[src/verilog/lj_pkg.sv]
/*
  Shared constants and types for one line-interface channel: the LOS
  timers, the elastic store sizes and the small register map.
  Assumes a single 100 MHz core clock; all line clocks arrive as pins.
*/
package lj_pkg;
  // ----------------------------------------------------------------
  // register map (byte-wide, plain strobe port)
  // ----------------------------------------------------------------
  localparam logic [7:0] ADDR_ALARM = 8'h03;
  localparam logic [7:0] ADDR_CHAN = 8'h06;
  localparam logic [7:0] ADDR_RXCTL = 8'h05;
  localparam logic [7:0] ADDR_JACTL = 8'h07;
  // alarm status bits
  localparam int BIT_DIGITAL_SIGNAL_LOSS = 5;
  localparam int BIT_ANALOG_SIGNAL_LOSS = 4;
  localparam int BIT_FL = 3;
  localparam int BIT_COMBINED_SIGNAL_LOSS = 1;
  // receive control bits
  localparam int BIT_DDIS = 5;
  localparam int BIT_ADIS = 4;
  localparam int BIT_MUTE = 2;
  // channel control bits
  localparam int BIT_E3 = 2;
  // attenuator control bits
  localparam int BIT_JRST = 3;
  localparam int BIT_SEL1 = 2;
  localparam int BIT_PATH = 1;
  localparam int BIT_SEL0 = 0;
  localparam logic [7:0] RXCTL_RST = 8'h00;
  localparam logic [7:0] CHAN_RST = 8'h00;
  localparam logic [7:0] JACTL_RST = 8'h00;
  // ----------------------------------------------------------------
  // loss timers, in line unit intervals
  // ----------------------------------------------------------------
  localparam logic [7:0] E3_DECLARE_UI = 8'h20;
  localparam logic [7:0] E3_CLEAR_UI = 8'h20;
  localparam logic [7:0] DIGITAL_SIGNAL_LOSS_ZEROS = 8'haf;
  localparam logic [7:0] DIGITAL_SIGNAL_LOSS_WINDOW = 8'haf;
  localparam logic [7:0] DIGITAL_SIGNAL_LOSS_ONES_MIN = 8'h3a;
  // ----------------------------------------------------------------
  // elastic store
  // ----------------------------------------------------------------
  localparam int FIFO_AW = 5;
  localparam logic [5:0] DEPTH_SMALL = 6'h10;
  localparam logic [5:0] DEPTH_LARGE = 6'h20;
  localparam logic [5:0] NEAR_LIMIT = 6'h02;
  // attenuator mode codes {sel1, sel0}
  localparam logic [1:0] JA_OFF = 2'h0;
  localparam logic [1:0] JA_SMALL = 2'h1;

  typedef struct packed {
    logic rx_clk;
    logic ref_clk;
    logic rate_clk;
    logic tx_clk;
    logic dj_clk;
    logic rpos;
    logic rneg;
    logic tpos;
    logic tneg;
    logic analog_low;
    logic mute_pin;
    logic path_pin;
    logic sel_pin1;
    logic sel_pin0;
    logic e3_pin;
    logic single_rate_clock_mode;
  } lj_pins_t;

  typedef struct packed {
    logic pos;
    logic neg;
  } lj_rail_t;
endpackage

[src/verilog/lj_fifo.sv]
/*
  Elastic store of the jitter attenuator: 2-bit rail pairs, depth 16
  or 32. Assumes write and read arrive as one-cycle enables on clk_in.
*/
`timescale 1ns/1ps
module lj_fifo import lj_pkg::*; (
  // clock and reset
  input wire logic clk_in,
  input wire logic rst_in,
  // control
  input wire logic deep_in,
  input wire logic clear_in,
  // write side
  input wire logic wr_in,
  input wire lj_rail_t wdata_in,
  // read side
  input wire logic rd_in,
  output lj_rail_t rdata_out,
  // status
  output logic near_out
);
  lj_rail_t mem [0:31];
  logic [FIFO_AW-1:0] wp_r;
  logic [FIFO_AW-1:0] rp_r;
  logic [5:0] cnt_r;
  lj_rail_t rdata_r;

  function automatic logic [FIFO_AW-1:0] wrap(input logic [FIFO_AW-1:0] a,
                                             input logic deep);
    wrap = deep ? a : (a & 5'h0f);
  endfunction

  wire [5:0] depth = deep_in ? DEPTH_LARGE : DEPTH_SMALL;
  wire [5:0] half = {1'b0, depth[5:1]};
  wire do_wr = wr_in && (cnt_r != depth);
  wire do_rd = rd_in && (cnt_r != 6'h00);
  wire [5:0] cnt_nxt = cnt_r + {5'h00, do_wr} - {5'h00, do_rd};

  // near either end: lets software re-centre before a slip
  assign near_out = (cnt_r <= NEAR_LIMIT) ||
                    (cnt_r >= depth - NEAR_LIMIT);
  assign rdata_out = rdata_r;

  always_ff @(posedge clk_in) begin
    if (do_wr) begin
      mem[wp_r] <= wdata_in;
    end
  end

  always_ff @(posedge clk_in) begin
    if (rst_in) begin
      wp_r <= 5'h00;
      rp_r <= wrap(5'h00 - half[FIFO_AW-1:0], deep_in);
      cnt_r <= half;
    end else if (clear_in) begin
      // restart half full so both margins are equal
      // pointers folded into the new depth so no write lands outside it
      wp_r <= wrap(wp_r, deep_in);
      rp_r <= wrap(wp_r - half[FIFO_AW-1:0], deep_in);
      cnt_r <= half;
    end else begin
      if (do_wr) begin
        wp_r <= wrap(wp_r + 5'h01, deep_in);
      end
      if (do_rd) begin
        rp_r <= wrap(rp_r + 5'h01, deep_in);
      end
      cnt_r <= cnt_nxt;
    end
  end

  always_ff @(posedge clk_in) begin
    if (rst_in) begin
      rdata_r <= '0;
    end else if (do_rd) begin
      rdata_r <= mem[rp_r];
    end
  end
endmodule

[src/verilog/lj_channel.sv]
/*
  One channel of the line interface: LOS declare and clear, recovered
  clock selection, data muting and the jitter attenuator around the
  elastic store. Assumes every line-side signal is an asynchronous pin
  much slower than clk_in, and software on a byte-wide strobe port.
*/
`timescale 1ns/1ps
module lj_channel import lj_pkg::*; (
  // clock and reset
  input wire logic clk_in,
  input wire logic rst_in,
  // asynchronous pins
  input wire lj_pins_t pins_in,
  input wire logic host_mode_in,
  // register port
  input wire logic [7:0] reg_addr_in,
  input wire logic [7:0] reg_wdata_in,
  input wire logic reg_wr_in,
  input wire logic reg_rd_in,
  output logic [7:0] reg_rdata_out,
  // receive side towards framer
  output logic recovered_clock_out,
  output lj_rail_t rx_rail_out,
  // transmit side towards line driver
  output logic tx_clock_out,
  output lj_rail_t tx_rail_out,
  // alarm
  output logic alarm_n_out
);
  // ----------------------------------------------------------------
  // pin synchronisers and edge detection
  // ----------------------------------------------------------------
  lj_pins_t meta_r;
  lj_pins_t pin_r;
  logic rec_clk_r;
  logic tx_clk_r;
  logic dj_clk_r;
  logic host_meta_r;
  logic host_r;

  always_ff @(posedge clk_in) begin
    if (rst_in) begin
      meta_r <= '0;
      pin_r <= '0;
      host_meta_r <= 1'b0;
      host_r <= 1'b0;
    end else begin
      meta_r <= pins_in;
      pin_r <= meta_r;
      host_meta_r <= host_mode_in;
      host_r <= host_meta_r;
    end
  end

  // ----------------------------------------------------------------
  // registers
  // ----------------------------------------------------------------
  logic [7:0] rxctl_r;
  logic [7:0] chan_r;
  logic [7:0] jactl_r;
  logic [7:0] rdata_r;
  logic fl_r;
  logic digital_signal_loss_r;
  logic analog_signal_loss_r;

  wire wr_rx = reg_wr_in && (reg_addr_in == ADDR_RXCTL);
  wire wr_ch = reg_wr_in && (reg_addr_in == ADDR_CHAN);
  wire wr_ja = reg_wr_in && (reg_addr_in == ADDR_JACTL);
  wire rd_alarm = reg_rd_in && (reg_addr_in == ADDR_ALARM);
  wire ja_reset = wr_ja && reg_wdata_in[BIT_JRST];
  wire los = digital_signal_loss_r || analog_signal_loss_r;
  wire [7:0] alarm_word = (8'h01 << BIT_DIGITAL_SIGNAL_LOSS) & {8{digital_signal_loss_r}} |
                          (8'h01 << BIT_ANALOG_SIGNAL_LOSS) & {8{analog_signal_loss_r}} |
                          (8'h01 << BIT_FL) & {8{fl_r}} |
                          (8'h01 << BIT_COMBINED_SIGNAL_LOSS) & {8{los}};
  wire [7:0] rd_mux = (reg_addr_in == ADDR_ALARM) ? alarm_word :
                      (reg_addr_in == ADDR_RXCTL) ? rxctl_r :
                      (reg_addr_in == ADDR_CHAN) ? chan_r :
                      (reg_addr_in == ADDR_JACTL) ?
                        (jactl_r & 8'h07) : 8'h00;

  always_ff @(posedge clk_in) begin
    if (rst_in) begin
      rxctl_r <= RXCTL_RST;
      chan_r <= CHAN_RST;
      jactl_r <= JACTL_RST;
      rdata_r <= 8'h00;
    end else begin
      if (wr_rx) begin
        rxctl_r <= reg_wdata_in;
      end
      if (wr_ch) begin
        chan_r <= reg_wdata_in;
      end
      if (wr_ja) begin
        jactl_r <= reg_wdata_in;
      end
      rdata_r <= reg_rd_in ? rd_mux : 8'h00;
    end
  end
  assign reg_rdata_out = rdata_r;

  // ----------------------------------------------------------------
  // mode selection: host bits or shared pins
  // ----------------------------------------------------------------
  wire los_off = rxctl_r[BIT_ADIS] && rxctl_r[BIT_DDIS];
  wire e3_mode = host_r ? chan_r[BIT_E3] : pin_r.e3_pin;
  wire mute_en = host_r ? rxctl_r[BIT_MUTE] : pin_r.mute_pin;
  wire path_tx = host_r ? jactl_r[BIT_PATH] : pin_r.path_pin;
  wire [1:0] ja_mode = host_r ? {jactl_r[BIT_SEL1], jactl_r[BIT_SEL0]} :
                                {pin_r.sel_pin1, pin_r.sel_pin0};
  wire ja_on = (ja_mode != JA_OFF);
  wire ja_deep = ja_on && (ja_mode != JA_SMALL);

  // ----------------------------------------------------------------
  // recovered clock: line, reference or rate clock
  // ----------------------------------------------------------------
  wire rec_sel = !los ? pin_r.rx_clk :
                 pin_r.single_rate_clock_mode ? pin_r.rate_clk : pin_r.ref_clk;
  wire rec_tick = rec_sel && !rec_clk_r;
  wire tx_tick = pin_r.tx_clk && !tx_clk_r;
  wire dj_tick = pin_r.dj_clk && !dj_clk_r;

  always_ff @(posedge clk_in) begin
    if (rst_in) begin
      rec_clk_r <= 1'b0;
      tx_clk_r <= 1'b0;
      dj_clk_r <= 1'b0;
    end else begin
      rec_clk_r <= rec_sel;
      tx_clk_r <= pin_r.tx_clk;
      dj_clk_r <= pin_r.dj_clk;
    end
  end

  // ----------------------------------------------------------------
  // loss detection, counted in recovered-clock periods, except analog loss outside E3 mode, which follows analog_low directly
  // ----------------------------------------------------------------
  logic [7:0] low_cnt_r;
  logic [7:0] zero_cnt_r;
  logic [7:0] win_cnt_r;
  logic [7:0] ones_cnt_r;
  wire mark = pin_r.rpos || pin_r.rneg;
  wire win_end = (win_cnt_r == DIGITAL_SIGNAL_LOSS_WINDOW - 8'h01);

  // one counter serves both directions: it runs while the level
  // disagrees with the present state and restarts otherwise
  always_ff @(posedge clk_in) begin
    if (rst_in || los_off) begin
      analog_signal_loss_r <= 1'b0;
      low_cnt_r <= 8'h00;
    end else if (!e3_mode) begin
      analog_signal_loss_r <= pin_r.analog_low;
      low_cnt_r <= 8'h00;
    end else if (rec_tick) begin
      if (pin_r.analog_low == analog_signal_loss_r) begin
        low_cnt_r <= 8'h00;
      end else if (low_cnt_r ==
                   (analog_signal_loss_r ? E3_CLEAR_UI : E3_DECLARE_UI) - 8'h01) begin
        analog_signal_loss_r <= !analog_signal_loss_r;
        low_cnt_r <= 8'h00;
      end else begin
        low_cnt_r <= low_cnt_r + 8'h01;
      end
    end
  end

  // clears once a full window shows at least 58 marks
  always_ff @(posedge clk_in) begin
    if (rst_in || los_off || e3_mode) begin
      digital_signal_loss_r <= 1'b0;
      zero_cnt_r <= 8'h00;
      win_cnt_r <= 8'h00;
      ones_cnt_r <= 8'h00;
    end else if (rec_tick) begin
      if (!digital_signal_loss_r) begin
        zero_cnt_r <= mark ? 8'h00 : zero_cnt_r + 8'h01;
        if (!mark && zero_cnt_r == DIGITAL_SIGNAL_LOSS_ZEROS - 8'h01) begin
          digital_signal_loss_r <= 1'b1;
        end
      end else begin
        zero_cnt_r <= 8'h00;
        win_cnt_r <= win_end ? 8'h00 : win_cnt_r + 8'h01;
        ones_cnt_r <= win_end ? 8'h00 : ones_cnt_r + {7'h00, mark};
        if (win_end && ones_cnt_r >= DIGITAL_SIGNAL_LOSS_ONES_MIN) begin
          digital_signal_loss_r <= 1'b0;
        end
      end
    end
  end

  // ----------------------------------------------------------------
  // jitter attenuator
  // ----------------------------------------------------------------
  lj_rail_t rx_in;
  lj_rail_t tx_in;
  lj_rail_t fifo_q;
  logic near;
  assign rx_in = '{pos: pin_r.rpos, neg: pin_r.rneg};
  assign tx_in = '{pos: pin_r.tpos, neg: pin_r.tneg};
  wire fifo_clear = rd_alarm || ja_reset || !ja_on;
  wire fifo_wr = ja_on && (path_tx ? tx_tick : rec_tick);

  lj_fifo u_fifo (
    .clk_in(clk_in),
    .rst_in(rst_in),
    .deep_in(ja_deep),
    .clear_in(fifo_clear),
    .wr_in(fifo_wr),
    .wdata_in(path_tx ? tx_in : rx_in),
    .rd_in(dj_tick),
    .rdata_out(fifo_q),
    .near_out(near)
  );

  // a new near event wins over the read that clears the flag
  always_ff @(posedge clk_in) begin
    if (rst_in) begin
      fl_r <= 1'b0;
    end else begin
      fl_r <= (ja_on && near) || (fl_r && !rd_alarm);
    end
  end

  // ----------------------------------------------------------------
  // outputs
  // ----------------------------------------------------------------
  logic rec_out_r;
  logic tx_ck_r;
  logic alarm_n_r;
  lj_rail_t rx_r;
  lj_rail_t tx_r;
  wire rx_via_ja = ja_on && !path_tx;
  wire tx_via_ja = ja_on && path_tx;

  always_ff @(posedge clk_in) begin
    if (rst_in) begin
      rec_out_r <= 1'b0;
      tx_ck_r <= 1'b0;
      rx_r <= '0;
      tx_r <= '0;
      alarm_n_r <= 1'b1;
    end else begin
      rec_out_r <= rx_via_ja ? pin_r.dj_clk : rec_sel;
      tx_ck_r <= tx_via_ja ? pin_r.dj_clk : pin_r.tx_clk;
      if (los && mute_en) begin
        rx_r <= '0;
      end else if (rx_via_ja ? dj_tick : rec_tick) begin
        rx_r <= rx_via_ja ? fifo_q : rx_in;
      end
      if (tx_via_ja ? dj_tick : tx_tick) begin
        tx_r <= tx_via_ja ? fifo_q : tx_in;
      end
      alarm_n_r <= !(los || fl_r);
    end
  end
  assign recovered_clock_out = rec_out_r;
  assign tx_clock_out = tx_ck_r;
  assign rx_rail_out = rx_r;
  assign tx_rail_out = tx_r;
  assign alarm_n_out = alarm_n_r;
endmodule

[config.mk]
export PLATFORM = sky130hd
export DESIGN_NAME = lj_channel
export DESIGN_NICKNAME = d
export VERILOG_FILES = /design/src/verilog/lj_pkg.sv /design/src/verilog/lj_fifo.sv /design/src/verilog/lj_channel.sv
export SDC_FILE = /design/constraint.sdc
export NUM_CORES = 1
export LEC_CHECK = 0
export BUFFER_PORTS_ARGS = -buffer_cell sky130_fd_sc_hd__buf_2
export CAP_MARGIN = 20
export CORE_MARGIN = 2
export CORE_UTILIZATION = 60
export CTS_CLUSTER_SIZE = 25
export DETAILED_ROUTE_END_ITERATION = 16
export PLACE_DENSITY = 0.79
export SETUP_SLACK_MARGIN = 0.1
export SLEW_MARGIN = 20
export SYNTH_ARGS = -nofsm -noshare
export SYNTH_HDL_FRONTEND = slang
export SYNTH_SLANG_ARGS = --single-unit
[constraint.sdc]
create_clock -name clk_in -period 3.6 [get_ports clk_in]
set_input_delay 0.36 -clock clk_in [delete_from_list [all_inputs] [get_ports clk_in]]
set_output_delay 0.36 -clock clk_in [all_outputs]
set_load 0.02 [all_outputs]
==> impl_metrics.csv <==
group,metric,value,unit
clock_network,cts.sinks,188,
global_routing,overflow,0,
critical_path,cp_data_required_time,3890,ps
power,vdd_drop_max,361,uV
critical_path,worstSetupPathType,"register to register",
clock_network,clk_path_buf_depth,2,
floorplanning,io_pins,52,
synthesis,synth_seq_area_share,0.541,
power,p_sw,1070,uW
route,drt_iter0_markers,489,
sta,final_hold_viol_count,0,
sta,postLayoutSetupSlackWorst,436,ps
sta,relSlewSlack,0.330,
power,intPower,3390,uW
clock_network,hold_buffers,0,
final_layout,drive_gt1_frac,0.164,
synthesis,syn_area,8230,um2
sta,clock_skew,8.51,ps
critical_path,crit_chain,"inv_1 > ha_1 > nor4bb_1 > nor2_1 > ha_1 > inv_1 > ha_1 > inv_1 > fa_1 > inv_1 > a21oi_1 > o21bai_1 > xnor2_1 > mux2i_1",
route,remaining_drc_errors,0,
synthesis,syn_inst,738,
global_routing,grt_pass1_wl,28100,um
floorplanning,dieWidth,121,um
floorplanning,die_h,121,um
power,p_per_area,484,nW/um2
power,pwr-share-clk,0.420,
placed_design,dpl.cell_count,942,
route,routedWlPerCell,17.5,um
synthesis,synth_warnings,0,
final_layout,fin_area,9230,um2
critical_path,crit_path_frequent_cell,"inv_1",
placed_design,dpl_cell_area,8610,um2
power,leakagePower,0.00334,uW
synthesis,ys.flop_type,"dfxtp_1",
route,vias,5734,
final_layout,synthToLayoutAreaGrowth,12.2,%
placed_design,hpwl,11600,um
sta,post-route-period-util,0.879,
run,maxCapViolations,0,
final_layout,final_core_util,0.694,
sta,rsz0062_at_grt,"false",
synthesis,synthTopCellsByArea,"dfxtp_1 29%, edfxtp_1 25%, nor2_1 5.1%",
route,drt_wl_total,17100,um
route,avgViaCountPerCell,5.87,
hold_path,min_path_type,"input port to register",
clock_network,insertion_delay,430,ps
synthesis,synthArstFlopShare,0,
route,ant_nets,0,
power,p_sw_frac,0.241,
critical_path,cp_top_family,"adder cells",
clock_network,cts_tree,"yes",
floorplanning,rows,42,
sta,finalSetupTns,0,ps
global_routing,grt_use_total,0.246,
final_layout,final_cells,977,
placed_design,place_ws,267,ps
critical_path,cpPeakStageDelay,600,ps
clock_network,h-tree-depth,4,
clock_network,cts_root_buffer,"clkbuf_16",
synthesis,synth.distinct_cells,65,
placed_design,place_congestion,0.873,
power,p_comb_frac,0.068,
critical_path,crit_fanout,4,
synthesis,avgSynthCellArea,11.2,um2
floorplanning,die_area,14700,um2
sta,fin_crit,3160,ps
final_layout,antenna_cells,0,
critical_path,arrival,3450,ps
final_layout,fin_nets,852,
power,pwr-share-seq,0.511,
synthesis,ys_ff_latch,188,
floorplanning,coreArea,13300,um2
clock_network,cts_resized,0,
synthesis,yosysTopAreaCell,"dfxtp_1",
global_routing,grt_antenna_before_repair,0,
global_routing,grt_max_degree,71,
clock_network,cts_buffers,17,
sta,worst_slew_pin_slew,1000,ps
global_routing,grt_pass1_vias,5661,
synthesis,synth_edf_count,69,
synthesis,synth_nets,802,
critical_path,endpoint_kind,"register",
clock_network,post_cts_buffers,0,
sta,finalSetupViolations,0,
clock_network,clk_pin_slew,70,ps
run_status,status,"complete, no violations",
route,drt_pre_antenna_iters,5,
critical_path,cp_num_buf_inv,4,
placed_design,port_buffers,51,
synthesis,synth_top_area_share,0.289,
sta,fmax,316,MHz
sta,final_max_slew_viol_count,0,
critical_path,start_kind,"register",
floorplanning,initial_core_util,0.619,
critical_path,slowest_stage,"nor4bb_1",
==> final cells by class <==
class                           count  area, um2
Clock buffer                       18        450
Clock inverter                     14        143
Fill cell                         952       4070
Inverter                           21       78.8
Multi-Input combinational cell    500       3560
Sequential cell                   188       4450
Tap cell                          176        220
Timing Repair Buffer               60        323
==> metrics by stage <==
| stage | hold WS (ps) | total power (uW) |
|---|---|---|
| 4_1_cts | 123 | 4470 |
| 2_1_floorplan | 414 | 2530 |
| 5_1_grt | 130 | 4610 |
| 6_report | 135 | 4460 |
| 3_5_place_dp | 422 | 2620 |
| 3_3_place_gp | 420 | 2610 |
==> cells in the mapped netlist (3+ instances only) <==
cell type  count
nor3_1        14
a311oi_1       3
nor3b_2        3
nand4_1       19
nand3_1       17
nand2b_1       7
a211oi_1      15
o21ai_0        9
nand2_1       27
o21bai_1       4
mux2_2        12
a21oi_1       16
nor4_1         5
mux2i_1       35
ha_1          26
a22oi_1        3
edfxtp_1      69
dfxtp_1      119
o22ai_1        5
a32oi_1        3
a21o_1         5
or3_1          3
buf_2          4
xor2_1        26
o41ai_1        5
a2111oi_0      4
and2_1         4
xnor2_1       10
nand3_4        4
nor4bb_1       3
and3_1        10
nor2_1       112
mux4_2         8
nor2b_1       51
nor3b_1        4
clkbuf_1      19
inv_1         21
==> routing by layer <==
| layer | track usage | share of wire | vias to the layer above |
|---|---|---|---|
| met5 | 0 | 0 | - |
| met4 | 0.0981 | 0.024 | 0 |
| met3 | 0.0522 | 0.048 | 38 |
| met2 | 0.403 | 0.48 | 170 |
| met1 | 0.320 | 0.44 | 2786 |
| li1 | - | - | 2740 |
==> cell usage in the layout (no fill, tap or decap), types with 14 or more instances in the layout <==
master     instances
a211oi_1          15
a21oi_1           16
buf_2             51
clkbuf_16         18
dfxtp_1          119
edfxtp_1          69
ha_1              26
inv_1             21
mux2i_1           35
nand2_1           27
nand3_1           17
nand4_1           19
nor2_1           111
nor2b_1           51
nor3_1            14
xor2_1            26
==> sequential cells by signal, summed over array words and instances, names as in the netlist, 2 cells and up <==
register and flops:
pin_r 16, rxctl_r 8, ones_cnt_r 8, u_fifo.rp_r 5, win_cnt_r 8, zero_cnt_r 8, u_fifo.rdata_out 2, tx_rail_out 2
chan_r 8, u_fifo.wp_r 5, reg_rdata_out 8, u_fifo.cnt_r 6, jactl_r 3, u_fifo.mem 64, meta_r 16, rx_rail_out 2
low_cnt_r 8
==> kinds of logic (layout without fill, tap and decap cells) <==
kind of cell,after synthesis,in the layout,synth area share
and+or+nand+nor,293,293,0.189
muxes,57,57,0.0853
adders and majority gates,27,27,0.0420
buffers and inverters,50,113,0.0263
DFF,188,188,0.541
xor gates and xnor gates,36,36,0.0383
AOI/OAI and AO/OA,87,87,0.0782
==> final timing paths <==
path	to	from	slack [ps]	cells past startpoint
max	u_fifo.cnt_r[4]	u_fifo.cnt_r[3]	440	14
min	meta_r[0]	pins_in[0]	140	2
max reg2reg	u_fifo.cnt_r[4]	u_fifo.cnt_r[3]	440	14
min reg2reg	pin_r[11]	meta_r[11]	440	1
==> power by group through the flow <==
stage	logic [uW]	clock network (uW)	registers, uW
6_report	305	1880	2280
5_1_grt	336	1980	2290
4_1_cts	300	1890	2280
3_5_place_dp	295	0	2330
3_3_place_gp	286	0	2330
2_1_floorplan	227	0	2310
No activity file was read; power rests on OpenSTA's default activity.
